==> src/design/cpc_params.svh <==
// constants for the conversion clock and power control block
`ifndef CPC_PARAMS_SVH
`define CPC_PARAMS_SVH

// ----------------------------------------------------------------
// clocking and conversion timing
// ----------------------------------------------------------------
`define CPC_CLK_KHZ         100000
`define CPC_RING_MIN_KHZ    3600
// longest oscillator period in system cycles, rounded down
`define CPC_RING_PERIOD_CYC (`CPC_CLK_KHZ / `CPC_RING_MIN_KHZ)
`define CPC_CONV_CLOCKS     14
`define CPC_CONV_LAST       4'hd

// ----------------------------------------------------------------
// command words
// ----------------------------------------------------------------
`define CPC_SW_PD_CMD       16'h8000

// ----------------------------------------------------------------
// configuration register fields and reset value
// ----------------------------------------------------------------
`define CPC_CFG_WIDTH       12
`define CPC_CFG_RESET       12'h000
`define CPC_CFG_REF_EXT     11
`define CPC_CFG_REF_4V      10
`define CPC_CFG_CLK_SCLK    9
`define CPC_CFG_DIV_HI      8
`define CPC_CFG_DIV_LO      7
`define CPC_CFG_FMT_TWOS    6

// ----------------------------------------------------------------
// pin synchroniser bit positions and idle levels
// ----------------------------------------------------------------
`define CPC_PIN_SCLK        0
`define CPC_PIN_CS_N        1
`define CPC_PIN_FRAME       2
`define CPC_PIN_START_N     3
`define CPC_PIN_PD_N        4
`define CPC_PIN_IDLE        5'h1a

// ----------------------------------------------------------------
// result codes
// ----------------------------------------------------------------
`define CPC_CODE_FULL       12'hfff
`define CPC_CODE_ZERO       12'h000

`endif

==> src/design/cpc_pkg.sv <==
// types shared by the conversion clock and power control block
`default_nettype none

package cpc_pkg;

   // ----------------------------------------------------------------
   // power and conversion states
   // ----------------------------------------------------------------
   typedef enum logic [2:0] {
      cpc_st_active  = 3'b000,
      cpc_st_convert = 3'b001,
      cpc_st_auto_pd = 3'b010,
      cpc_st_sw_pd   = 3'b011,
      cpc_st_hw_pd   = 3'b100
   } cpc_state_t;

   // ----------------------------------------------------------------
   // serial clock divide ratio encoding
   // ----------------------------------------------------------------
   typedef enum logic [1:0] {
      cpc_div_by1 = 2'b00,
      cpc_div_by2 = 2'b01,
      cpc_div_by4 = 2'b10
   } cpc_div_t;

endpackage : cpc_pkg

`default_nettype wire

==> src/design/cpc_conv_clock.sv <==
// conversion clock strobe from internal oscillator or divided serial clock
`include "cpc_params.svh"
`default_nettype none

module cpc_conv_clock (
   // clock and reset
   input  wire logic       clock,
   input  wire logic       reset,
   // source control
   input  wire logic       run,
   input  wire logic       use_sclk,
   input  wire logic [1:0] div_sel,
   input  wire logic       sclk_rise,
   // conversion clock strobe
   output logic            conv_tick
);

   localparam logic [4:0] ring_last = 5'(`CPC_RING_PERIOD_CYC - 1);

   logic [4:0] ring_count;
   logic [1:0] div_count;
   logic [1:0] div_last;
   logic       ring_tick;
   logic       sclk_tick;

   // last count of the divider for a ratio of 1, 2 or 4
   function automatic logic [1:0] div_last_of(input logic [1:0] sel);
      case (cpc_pkg::cpc_div_t'(sel))
         cpc_pkg::cpc_div_by2: div_last_of = 2'h1;
         cpc_pkg::cpc_div_by4: div_last_of = 2'h3;
         default:              div_last_of = 2'h0;
      endcase
   endfunction : div_last_of

   // ----------------------------------------------------------------
   // strobe selection
   // ----------------------------------------------------------------
   assign div_last  = div_last_of(div_sel);
   assign ring_tick = run && !use_sclk && ring_count == ring_last;
   assign sclk_tick = run && use_sclk && sclk_rise
                      && div_count == div_last;
   assign conv_tick = ring_tick || sclk_tick;

   // internal oscillator period counter
   always_ff @(posedge clock)
   begin
      if (reset || !run || use_sclk || ring_tick)
         ring_count <= 5'h00;
      else
         ring_count <= ring_count + 5'h01;
   end

   // serial clock edge divider
   always_ff @(posedge clock)
   begin
      if (reset || !run)
         div_count <= 2'h0;
      else if (use_sclk && sclk_rise)
         div_count <= (div_count == div_last) ? 2'h0
                                              : div_count + 2'h1;
   end

   // ----------------------------------------------------------------
   // checks
   // ----------------------------------------------------------------
   logic [5:0] gap;
   logic [2:0] rises;

   always_ff @(posedge clock)
   begin
      if (reset || !run || use_sclk || conv_tick)
         gap <= 6'h00;
      else
         gap <= gap + 6'h01;
   end

   always_ff @(posedge clock)
   begin
      if (reset || !run || !use_sclk || conv_tick)
         rises <= 3'h0;
      else if (sclk_rise)
         rises <= rises + 3'h1;
   end
endmodule : cpc_conv_clock

`default_nettype wire

==> src/design/cpc_power_control.sv <==
// conversion clock selection, conversion timing and power-down control
`include "cpc_params.svh"
`default_nettype none

// Contract
// - each conversion takes exactly fourteen conversion clocks, then ends.
// - conversion clock is oscillator or serial clock divided by 1, 2, 4.
// - internal oscillator strobe runs at 3.6 MHz or faster.
// - after each conversion enter automatic low power, reference kept on.
// - chip select, frame sync or start wakes automatic low power fast.
// - command word 8000h enters software power-down, reference off.
// - hardware power-down pin powers everything down at once.
// - releasing hardware power-down pin resumes operation.
// - access restores from software power-down with no added delay.
// - power-down never changes the configuration register.
// - leaving power-down restarts the channel sweep from its start.
// - entering software or hardware power-down empties the result FIFO.
// - reference internal or external; internal level 2 V or 4 V.
// - binary results clamp to all ones and all zeros at references.
module cpc_power_control (
   // clock and reset
   input  wire logic        clock,
   input  wire logic        reset,
   // device pins
   input  wire logic        sclk_pin,
   input  wire logic        chip_select_n,
   input  wire logic        frame_sync_input,
   input  wire logic        conversion_start_pin_n,
   input  wire logic        hardware_powerdown_pin_n,
   // decoded commands from the serial port
   input  wire logic        cmd_valid,
   input  wire logic [15:0] cmd_word,
   input  wire logic        cfg_write,
   input  wire logic [11:0] cfg_data,
   input  wire logic        conv_request,
   // analog front end, in code units
   input  wire logic [13:0] sample_code,
   input  wire logic [13:0] upper_reference_code,
   input  wire logic [13:0] lower_reference_code,
   // configuration and results
   output logic [11:0]      configuration_register,
   output logic             conv_busy,
   output logic             conv_done,
   output logic [11:0]      result_code,
   // power and reference control
   output logic             analog_power_on,
   output logic             reference_power_on,
   output logic             reference_internal,
   output logic             reference_4v,
   output logic             powered_down,
   output logic             fifo_flush,
   output logic             sweep_restart
);

   cpc_pkg::cpc_state_t state;
   cpc_pkg::cpc_state_t next_state;

   logic [4:0]  pin_meta;
   logic [4:0]  pin_sync;
   logic        sclk_last;
   logic        sclk_rise;
   logic        access;
   logic        pd_pin;
   logic        sw_cmd;
   logic        conv_tick;
   logic [3:0]  tick_count;
   logic        last_tick;
   logic        start_conv;
   logic [13:0] held_sample;
   logic [13:0] diff;
   logic        above;
   logic        below;
   logic [11:0] bin_code;
   logic [11:0] out_code;

   // full power-down states, reference off
   function automatic logic is_full_pd(input cpc_pkg::cpc_state_t st);
      return st == cpc_pkg::cpc_st_sw_pd || st == cpc_pkg::cpc_st_hw_pd;
   endfunction : is_full_pd

   // ----------------------------------------------------------------
   // pin synchronisers
   // ----------------------------------------------------------------
   // two flops on every pin, third flop for the serial clock edge
   always_ff @(posedge clock)
   begin
      if (reset)
      begin
         pin_meta  <= `CPC_PIN_IDLE;
         pin_sync  <= `CPC_PIN_IDLE;
         sclk_last <= 1'b0;
      end
      else
      begin
         pin_meta  <= {hardware_powerdown_pin_n, conversion_start_pin_n,
                       frame_sync_input, chip_select_n, sclk_pin};
         pin_sync  <= pin_meta;
         sclk_last <= pin_sync[`CPC_PIN_SCLK];
      end
   end

   // decoded pin events and commands
   assign sclk_rise = pin_sync[`CPC_PIN_SCLK] && !sclk_last;
   assign access    = !pin_sync[`CPC_PIN_CS_N] || pin_sync[`CPC_PIN_FRAME]
                      || !pin_sync[`CPC_PIN_START_N];
   assign pd_pin    = !pin_sync[`CPC_PIN_PD_N];
   assign sw_cmd    = cmd_valid && cmd_word == `CPC_SW_PD_CMD;

   // ----------------------------------------------------------------
   // power state machine
   // ----------------------------------------------------------------
   always_comb
   begin
      next_state = state;
      if (pd_pin)
         next_state = cpc_pkg::cpc_st_hw_pd;
      else if (sw_cmd)
         next_state = cpc_pkg::cpc_st_sw_pd;
      else
      begin
         case (state)
            cpc_pkg::cpc_st_hw_pd:
               next_state = cpc_pkg::cpc_st_active;
            cpc_pkg::cpc_st_sw_pd:
               if (access)
                  next_state = cpc_pkg::cpc_st_active;
            cpc_pkg::cpc_st_auto_pd:
               if (conv_request)
                  next_state = cpc_pkg::cpc_st_convert;
               else if (access)
                  next_state = cpc_pkg::cpc_st_active;
            cpc_pkg::cpc_st_active:
               if (conv_request)
                  next_state = cpc_pkg::cpc_st_convert;
            cpc_pkg::cpc_st_convert:
               if (last_tick)
                  next_state = cpc_pkg::cpc_st_auto_pd;
            default:
               next_state = cpc_pkg::cpc_st_active;
         endcase
      end
   end

   // state register
   always_ff @(posedge clock)
   begin
      if (reset)
         state <= cpc_pkg::cpc_st_active;
      else
         state <= next_state;
   end

   // flush on entry to full power-down, sweep restart on exit
   always_ff @(posedge clock)
   begin
      if (reset)
      begin
         fifo_flush    <= 1'b0;
         sweep_restart <= 1'b0;
      end
      else
      begin
         fifo_flush    <= is_full_pd(next_state) && !is_full_pd(state);
         sweep_restart <= is_full_pd(state) && !is_full_pd(next_state);
      end
   end

   // ----------------------------------------------------------------
   // conversion timing
   // ----------------------------------------------------------------
   cpc_conv_clock u_conv_clock (
      .clock     (clock),
      .reset     (reset),
      .run       (state == cpc_pkg::cpc_st_convert),
      .use_sclk  (configuration_register[`CPC_CFG_CLK_SCLK]),
      .div_sel   (configuration_register[`CPC_CFG_DIV_HI:`CPC_CFG_DIV_LO]),
      .sclk_rise (sclk_rise),
      .conv_tick (conv_tick)
   );

   assign start_conv = next_state == cpc_pkg::cpc_st_convert
                       && state != cpc_pkg::cpc_st_convert;
   assign last_tick  = state == cpc_pkg::cpc_st_convert && conv_tick
                       && tick_count == `CPC_CONV_LAST;

   // conversion clock counter
   always_ff @(posedge clock)
   begin
      if (reset || start_conv)
         tick_count <= 4'h0;
      else if (state == cpc_pkg::cpc_st_convert && conv_tick)
         tick_count <= tick_count + 4'h1;
   end

   // ----------------------------------------------------------------
   // result coding
   // ----------------------------------------------------------------
   assign above    = held_sample >= upper_reference_code;
   assign below    = held_sample <= lower_reference_code;
   assign diff     = held_sample - lower_reference_code;
   assign bin_code = above ? `CPC_CODE_FULL :
                     below ? `CPC_CODE_ZERO :
                     (diff > 14'h0fff) ? `CPC_CODE_FULL : diff[11:0];
   assign out_code = configuration_register[`CPC_CFG_FMT_TWOS]
                     ? {~bin_code[11], bin_code[10:0]} : bin_code;

   // sample hold, result and done strobe
   always_ff @(posedge clock)
   begin
      if (reset)
      begin
         held_sample <= 14'h0000;
         result_code <= `CPC_CODE_ZERO;
         conv_done   <= 1'b0;
      end
      else
      begin
         if (start_conv)
            held_sample <= sample_code;
         if (last_tick && next_state == cpc_pkg::cpc_st_auto_pd)
            result_code <= out_code;
         conv_done <= last_tick && next_state == cpc_pkg::cpc_st_auto_pd;
      end
   end

   // ----------------------------------------------------------------
   // configuration register
   // ----------------------------------------------------------------
   // writes only while powered; power-down leaves contents alone
   always_ff @(posedge clock)
   begin
      if (reset)
         configuration_register <= `CPC_CFG_RESET;
      else if (cfg_write && !is_full_pd(state) && !pd_pin)
         configuration_register <= cfg_data;
   end

   // ----------------------------------------------------------------
   // power and reference outputs
   // ----------------------------------------------------------------
   // raw pin gates power so hardware power-down acts without a clock
   assign analog_power_on    = hardware_powerdown_pin_n
                               && (state == cpc_pkg::cpc_st_active
                               || state == cpc_pkg::cpc_st_convert);
   assign reference_power_on = hardware_powerdown_pin_n
                               && !is_full_pd(state);
   assign reference_internal = !configuration_register[`CPC_CFG_REF_EXT];
   assign reference_4v       = configuration_register[`CPC_CFG_REF_4V];
   assign powered_down       = is_full_pd(state);
   assign conv_busy          = state == cpc_pkg::cpc_st_convert;

   logic [3:0] seen_ticks;
   logic       raw_access;

   assign raw_access = !chip_select_n || frame_sync_input
                       || !conversion_start_pin_n;

   always_ff @(posedge clock)
   begin
      if (reset || start_conv)
         seen_ticks <= 4'h0;
      else if (conv_busy && conv_tick)
         seen_ticks <= seen_ticks + 4'h1;
   end
endmodule : cpc_power_control

`default_nettype wire

==> config.mk <==
export PLATFORM = sky130hd
export DESIGN_NAME = cpc_power_control
export DESIGN_NICKNAME = d
export VERILOG_FILES = /design/src/design/cpc_pkg.sv /design/src/design/cpc_conv_clock.sv /design/src/design/cpc_power_control.sv
export VERILOG_INCLUDE_DIRS = /design/src /design/src/design
export SDC_FILE = /design/constraint.sdc
export NUM_CORES = 1
export LEC_CHECK = 0
export ABC_CLOCK_PERIOD_IN_PS = 3160
export BUFFER_PORTS_ARGS = -buffer_cell sky130_fd_sc_hd__buf_4
export CAP_MARGIN = 20
export CORE_MARGIN = 2
export CORE_UTILIZATION = 41
export CTS_CLUSTER_DIAMETER = 150
export CTS_CLUSTER_SIZE = 28
export DETAILED_ROUTE_END_ITERATION = 7
export GPL_TIMING_DRIVEN = 0
export PLACE_DENSITY = 0.67
export SYNTH_ARGS = -nofsm -noshare
export SYNTH_HDL_FRONTEND = slang
export SYNTH_SLANG_ARGS = --single-unit
export TNS_END_PERCENT = 50
==> constraint.sdc <==
create_clock -name clock -period 3.16 [get_ports clock]
set_clock_uncertainty 0.2 [all_clocks]
set_input_delay 0.316 -clock clock [delete_from_list [all_inputs] [get_ports clock]]
set_output_delay 0.316 -clock clock [all_outputs]
set_load 0.03 [all_outputs]
==> results of run 1 <==
-- stage by stage --
step | power [mW] | util, % | cells | cell area (µm²) | setup slack, ns
5_1_grt | 2.22 | 55.3 | 685 | 5040 | 0.0408
6_report | 2.12 | 55.3 | 685 | 5040 | 0.296
2_1_floorplan | 1.19 | - | 440 | 3780 | 0.387
3_5_place_dp | 1.36 | 52.2 | 662 | 4760 | 0.175
3_3_place_gp | 1.35 | 52.2 | 662 | 4760 | 0.247
4_1_cts | 2.13 | 55.3 | 685 | 5040 | 0.215
-- state kept, by name, summed over array words and instances (netlist names) --
| signal | flops |
|---|---|
| held_sample | 14 |
| result_code | 12 |
| fifo_flush | 1 |
| sclk_last | 1 |
| tick_count | 4 |
| u_conv_clock.ring_count | 5 |
| u_conv_clock.div_count | 2 |
| conv_done | 1 |
| sweep_restart | 1 |
| state | 3 |
| pin_meta | 5 |
| pin_sync | 5 |
| configuration_register | 12 |
-- repair_timing --
item | CTS | global route
endpoints found under the setup margin | 0 | 2
hold buffers | 7 | 0
gates resized for setup | 0 | 1
hold endpoints to repair | 7 | 0
-- critical path, cell delays in order (launching register included) --
cell	delay, ns
dfxtp_1	0.37
inv_1	0.05
ha_1	0.34
xor2_1	0.16
nand3b_1	0.12
a2111o_1	0.48
a21oi_1	0.19
or3_1	0.14
buf_4	0.18
buf_4	0.24
mux2i_1	0.20
nor2_1	0.05
-- cell type report --
class	instances	area share [%]
Buffer	17	1.84
Clock buffer	11	2.61
Clock inverter	5	1.57
Inverter	38	2.83
Multi-Input combinational cell	319	44.2
Sequential cell	66	26.2
Tap cell	111	2.76
Timing Repair Buffer	118	17.9
-- placed cells by master, fill, tap and decap left out, drive strengths merged, types with 3 or more instances in the layout --
cell type / n
a21o: 7
nand2: 20
a211oi: 15
o21a: 4
nand3b: 3
nor3: 8
o211ai: 3
dlygate4sd3: 7
nand3: 7
dfxtp: 66
or2: 6
nand4: 4
inv: 38
xnor2: 10
buf: 119
nor4: 3
mux2i: 26
a211o: 3
xor2: 7
nor2b: 9
a31oi: 4
ha: 33
and2: 3
clkbuf: 20
nor2: 69
o21ai: 22
a21oi: 17
clkinv: 3
and4: 3
nand2b: 3
-- cell families (layout without fill, tap and decap cells) --
kind of cell | Yosys count | in the layout | share of synthesized area (%)
compound gates | 90 | 90 | 15.8
flops | 66 | 66 | 34.9
fa+ha+maj | 34 | 34 | 11.4
mux | 26 | 26 | 6.88
xor+xnor | 17 | 17 | 3.94
buf+inv | 55 | 189 | 6.22
simple gates | 152 | 152 | 20.8
-- routing by layer --
metal	vias to the layer above	routed length [µm]	global-route usage, %
met1	1581	4010	22.7
li1	1794	-	-
met2	94	4670	33.4
met3	13	489	4.39
met4	0	133	6.22
met5	-	0	0
-- worst max-delay path by stage --
stage	startpoint	to	slack, ns
6_report	configuration_register[7]$_SDFFE_PP0P_	held_sample[8]$_SDFFE_PP0P_	0.30
5_1_grt	held_sample[6]$_SDFFE_PP0P_	result_code[4]$_SDFFE_PP0P_	0.04
4_1_cts	held_sample[0]$_SDFFE_PP0P_	result_code[10]$_SDFFE_PP0P_	0.21
3_5_place_dp	lower_reference_code[0]	result_code[10]$_SDFFE_PP0P_	0.18
3_3_place_gp	lower_reference_code[0]	result_code[4]$_SDFFE_PP0P_	0.25
2_1_floorplan	configuration_register[7]$_SDFFE_PP0P_	result_code[11]$_SDFFE_PP0P_	0.39
-- where the power goes --
group | internal, mW | leakage (nW) | total (mW) | switching, mW
clock network | 0.444 | 0.107 | 0.771 | 0.327
registers | 0.863 | 0.539 | 0.888 | 0.0253
logic | 0.223 | 1.80 | 0.456 | 0.233
==> impl_metrics.yaml, run 1 <==
critical_path:
  end_kind: "flop"
  required_ns: 3.17
  reg2reg_depth: 11
  r2r_end: "held_sample[8]$_SDFFE_PP0P_"
  critPathMaxFanout: 10
  crit_type: "flop to flop"
  rrSetupSlack_ns: 0.30
  r2r_start: "configuration_register[7]$_SDFFE_PP0P_"
  start_kind: "flop"
  cp_data_arrival_time_ns: 2.87
timing:
  rsz0062_at_grt: "no"
  maxSlewViolCount: 0
  fin_crit_sh_pct: 90.6
  tightest_slew_ns: 0.549
  tns_ns: 0
  setup_viol: 0
  fin_crit_ns: 2.86
  whs_ns: 0.00578
  hold_violations: 0
  slew_headroom_pct: 63.4
  fmax_mhz: 349
placed_design:
  port_buffers: 111
  place.gp.congestion: 0.873
  dp_hpwl_mm: 7.33
pwr:
  p_leak_nw: 2.45
  powerDensity_mw_per_mm2: 420
  ir_drop_v: 0.000206
synthesis:
  ys_warn_count: 0
  syn-num-nets: 554
  yosysTopAreaCell: "dfxtp_1"
  synth.area.top_cells: "dfxtp_1 (35%), ha_1 (11%), mux2i_1 (6.9%)"
  synth_area_mm2: 0.00378
  yosysSeqAreaShare_pct: 34.9
  synth_top_area_share_pct: 34.9
  netlist_top_cells_count: "nor2_1 (69), dfxtp_1 (66), inv_1 (38)"
  synth-async-reset-ratio_pct: 0
  avgSynthCellArea_um2: 8.60
  synthFlopType: "dfxtp_1"
  synthCells: 440
  synth_seq_cells: 66
  synth_edf_count: 0
  ys_types: 58
  yosys.cell_count.top_type: "nor2_1"
cells_and_area:
  drive_gt1_share_pct: 25.4
  multiInputGateArea_mm2: 0.00223
  num-nets-final: 683
  n_fill_cell: 872
  antennaDiodeCount: 0
  area_growth_pct: 33.1
  seqCellArea_mm2: 0.00132
status:
  status: "finished, final reports clean"
detailed_routing:
  vias: 3482
  drt-pass1-iter-count: 4
  remaining_drc_errors: 0
  wire_per_inst_um: 13.6
  viasPerCell: 5.08
  first_iter_violations: 88
  drt-total-wl_mm: 9.30
  final_antenna_net_count: 0
clock_tree:
  cts_num_sinks: 66
  post_cts_buffers: 0
  cts.path.max_buffers: 2
  clock_latency_ns: 0.34
  numCtsBuffers: 9
  cts_tree: "done"
  htreeDepth: 3
  root_buffer: "clkbuf_8"
  path_clk_slew_ns: 0.08
floorplanning:
  fp.dieH_um: 100
  initial_core_util_pct: 41.5
  core.rowCount: 35
  pin_count: 113
  dieArea_mm2: 0.0100
  coreArea_mm2: 0.00911
  fp.dieW_um: 100
global_routing:
  overflow: 0
  grt_pass1_vias: 3347
  grt_pass1_wl_mm: 15.2
  grt_max_degree: 12
  grt_usage_pct: 18.9
  antenna_found_initial: 0
hold_path:
  worstHoldStart: "sample_code[6]"
  hp-class: "primary input to flop"
  holdPathStages: 3
  min_to: "held_sample[6]$_SDFFE_PP0P_"
run:
  drv_cap: 0
(Power assumes the default switching activity.)
==> run 2: changes to the inputs <==
CORE_UTILIZATION = 52   (was 41)
PLACE_DENSITY = 0.81   (was 0.67)
==> impl_metrics.yaml, run 2 (synthesis gave the netlist of run 1 again) <==
timing:
  tightest_slew_ns: 0.621
  setup_viol: 0
  whs_ns: 0.00834
  slew_headroom_pct: 58.6
  setup_ws_ns: 0.234
  fmax_mhz: 342
  maxSlewViolCount: 0
  rsz0062_at_grt: "no"
  hold_violations: 0
  fin_crit_ns: 2.93
  fin_crit_sh_pct: 92.6
  tns_ns: 0
cells_and_area:
  layout_common_cells: "buf_4 (116), nor2_1 (69), dfxtp_1 (66), inv_1 (38), ha_1 (33)"
  num-nets-final: 684
  drive_gt1_share_pct: 25.7
  n_fill_cell: 580
  top_regs: "held_sample (14), configuration_register (12), result_code (12)"
  antennaDiodeCount: 0
  multiInputGateArea_mm2: 0.00223
  largest_reg_flops: 14
  area_growth_pct: 33.4
  final_common_cell: "buf_4"
  seqCellArea_mm2: 0.00132
  regMostFlops: "held_sample"
  stdcell_count: 674
  postLayoutCoreUtil_pct: 70.7
floorplanning:
  dieArea_mm2: 0.00797
  core.rowCount: 31
  fp.dieW_um: 89.3
  pin_count: 113
  coreArea_mm2: 0.00714
  initial_core_util_pct: 53.0
  fp.dieH_um: 89.3
critical_path:
  end_kind: "flop"
  cp_data_arrival_time_ns: 2.94
  critPathMaxFanout: 10
  cp_slowest_cell: "a2111o_1"
  path_common_cell: "buf_4"
  r2r_start: "configuration_register[7]$_SDFFE_PP0P_"
  reg2reg_depth: 11
  rrSetupSlack_ns: 0.23
  start_kind: "flop"
  max_stage_delay_ns: 0.47
  required_ns: 3.17
  crit_type: "flop to flop"
  path_cells: "inv_1 -> ha_1 -> xor2_1 -> nand3b_1 -> a2111o_1 -> a21oi_1 -> or3_1 -> buf_4 -> buf_4 -> mux2i_1 -> nor2_1"
  r2r_end: "held_sample[8]$_SDFFE_PP0P_"
placed_design:
  port_buffers: 111
  place.gp.congestion: 0.852
  dp_hpwl_mm: 7.24
  place_inst: 650
  preCtsSetupSlack_ns: 0.211
global_routing:
  use_met2_pct: 42.1
  grt_max_degree: 14
  grt_pass1_wl_mm: 14.2
  overflow: 0
  use_met3_pct: 5.17
  top_usage_layer: "met2"
  antenna_found_initial: 0
  grt_use_met1_pct: 26.7
  grt_pass1_vias: 3269
  grt_usage_pct: 22.9
detailed_routing:
  first_iter_violations: 156
  drt-pass1-iter-count: 5
  wire_per_inst_um: 13.8
  final_antenna_net_count: 0
  remaining_drc_errors: 0
  drt-total-wl_mm: 9.29
  vias: 3555
  viasPerCell: 5.27
clock_tree:
  cts_resized: 0
  clock_latency_ns: 0.34
  numCtsBuffers: 9
  path_clk_slew_ns: 0.08
  htreeDepth: 3
  cts_tree: "done"
  cts.path.max_buffers: 2
  post_cts_buffers: 0
  root_buffer: "clkbuf_8"
  cts_num_sinks: 66
pwr:
  p_leak_nw: 2.46
  powerDensity_mw_per_mm2: 427
  ir_drop_v: 0.000254
hold_path:
  holdPathStages: 3
  hp-class: "primary input to flop"
  worstHoldStart: "sample_code[13]"
  min_to: "held_sample[13]$_SDFFE_PP0P_"
status:
  status: "finished, final reports clean"
run:
  drv_cap: 0
[run 2: per-stage QoR]
step           total power, mW  instance area [µm²]
6_report                  2.16                 5050
5_1_grt                   2.25                 5050
4_1_cts                   2.16                 5050
3_5_place_dp              1.36                 4740
3_3_place_gp              1.34                 4740
2_1_floorplan             1.19                 3780
[run 2: critical path, delay by kind of cell (launching register included)]
family                   cells  cell delay (ns)
AO/OA/AOI/OAI                2             0.69
XOR/XNOR                     1             0.16
adder cells (fa/ha/maj)      1             0.35
buffers and inverters        3             0.46
flip-flops                   1             0.37
multiplexers                 1             0.23
AND/OR/NAND/NOR              3             0.34
[run 2: timing repair]
action | CTS | global route
endpoints found under the hold margin | 8 | 0
hold buffers | 8 | 0
endpoints found under the setup margin | 0 | 0
[run 2: where the power goes]
group	internal [mW]	leakage, nW	switching, mW
registers	0.862	0.539	0.0247
clock network	0.452	0.115	0.356
logic	0.224	1.81	0.236
total	1.54	2.46	0.617
[run 2: worst max-delay path by stage]
| stage | slack (ns) | to | from |
|---|---|---|---|
| after floorplan | 0.39 | result_code[11]$_SDFFE_PP0P_ | configuration_register[7]$_SDFFE_PP0P_ |
| after global placement | 0.24 | result_code[10]$_SDFFE_PP0P_ | lower_reference_code[0] |
| after detailed placement | 0.21 | result_code[8]$_SDFFE_PP0P_ | lower_reference_code[0] |
| after CTS | 0.25 | held_sample[8]$_SDFFE_PP0P_ | configuration_register[7]$_SDFFE_PP0P_ |
| after global routing | 0.05 | result_code[1]$_SDFFE_PP0P_ | configuration_register[7]$_SDFFE_PP0P_ |
| final | 0.23 | held_sample[8]$_SDFFE_PP0P_ | configuration_register[7]$_SDFFE_PP0P_ |
[run 2: layer usage]
| layer | up-vias | routed length (µm) | part of all wire (%) |
|---|---|---|---|
| met2 | 121 | 4870 | 52 |
| met4 | 0 | 144 | 1.6 |
| met1 | 1617 | 3750 | 40 |
| li1 | 1801 | - | - |
| met3 | 16 | 532 | 5.7 |
| met5 | - | 0 | 0 |
[run 2: final cells by class]
class	instances	share of cell area, %
tap	99	2.45
multi-input combinational	319	44.1
inverter	38	2.83
sequential	66	26.2
timing repair buffer	119	18.1
buffer	17	1.83
clock buffer	9	2.45
clock inverter	7	2.03
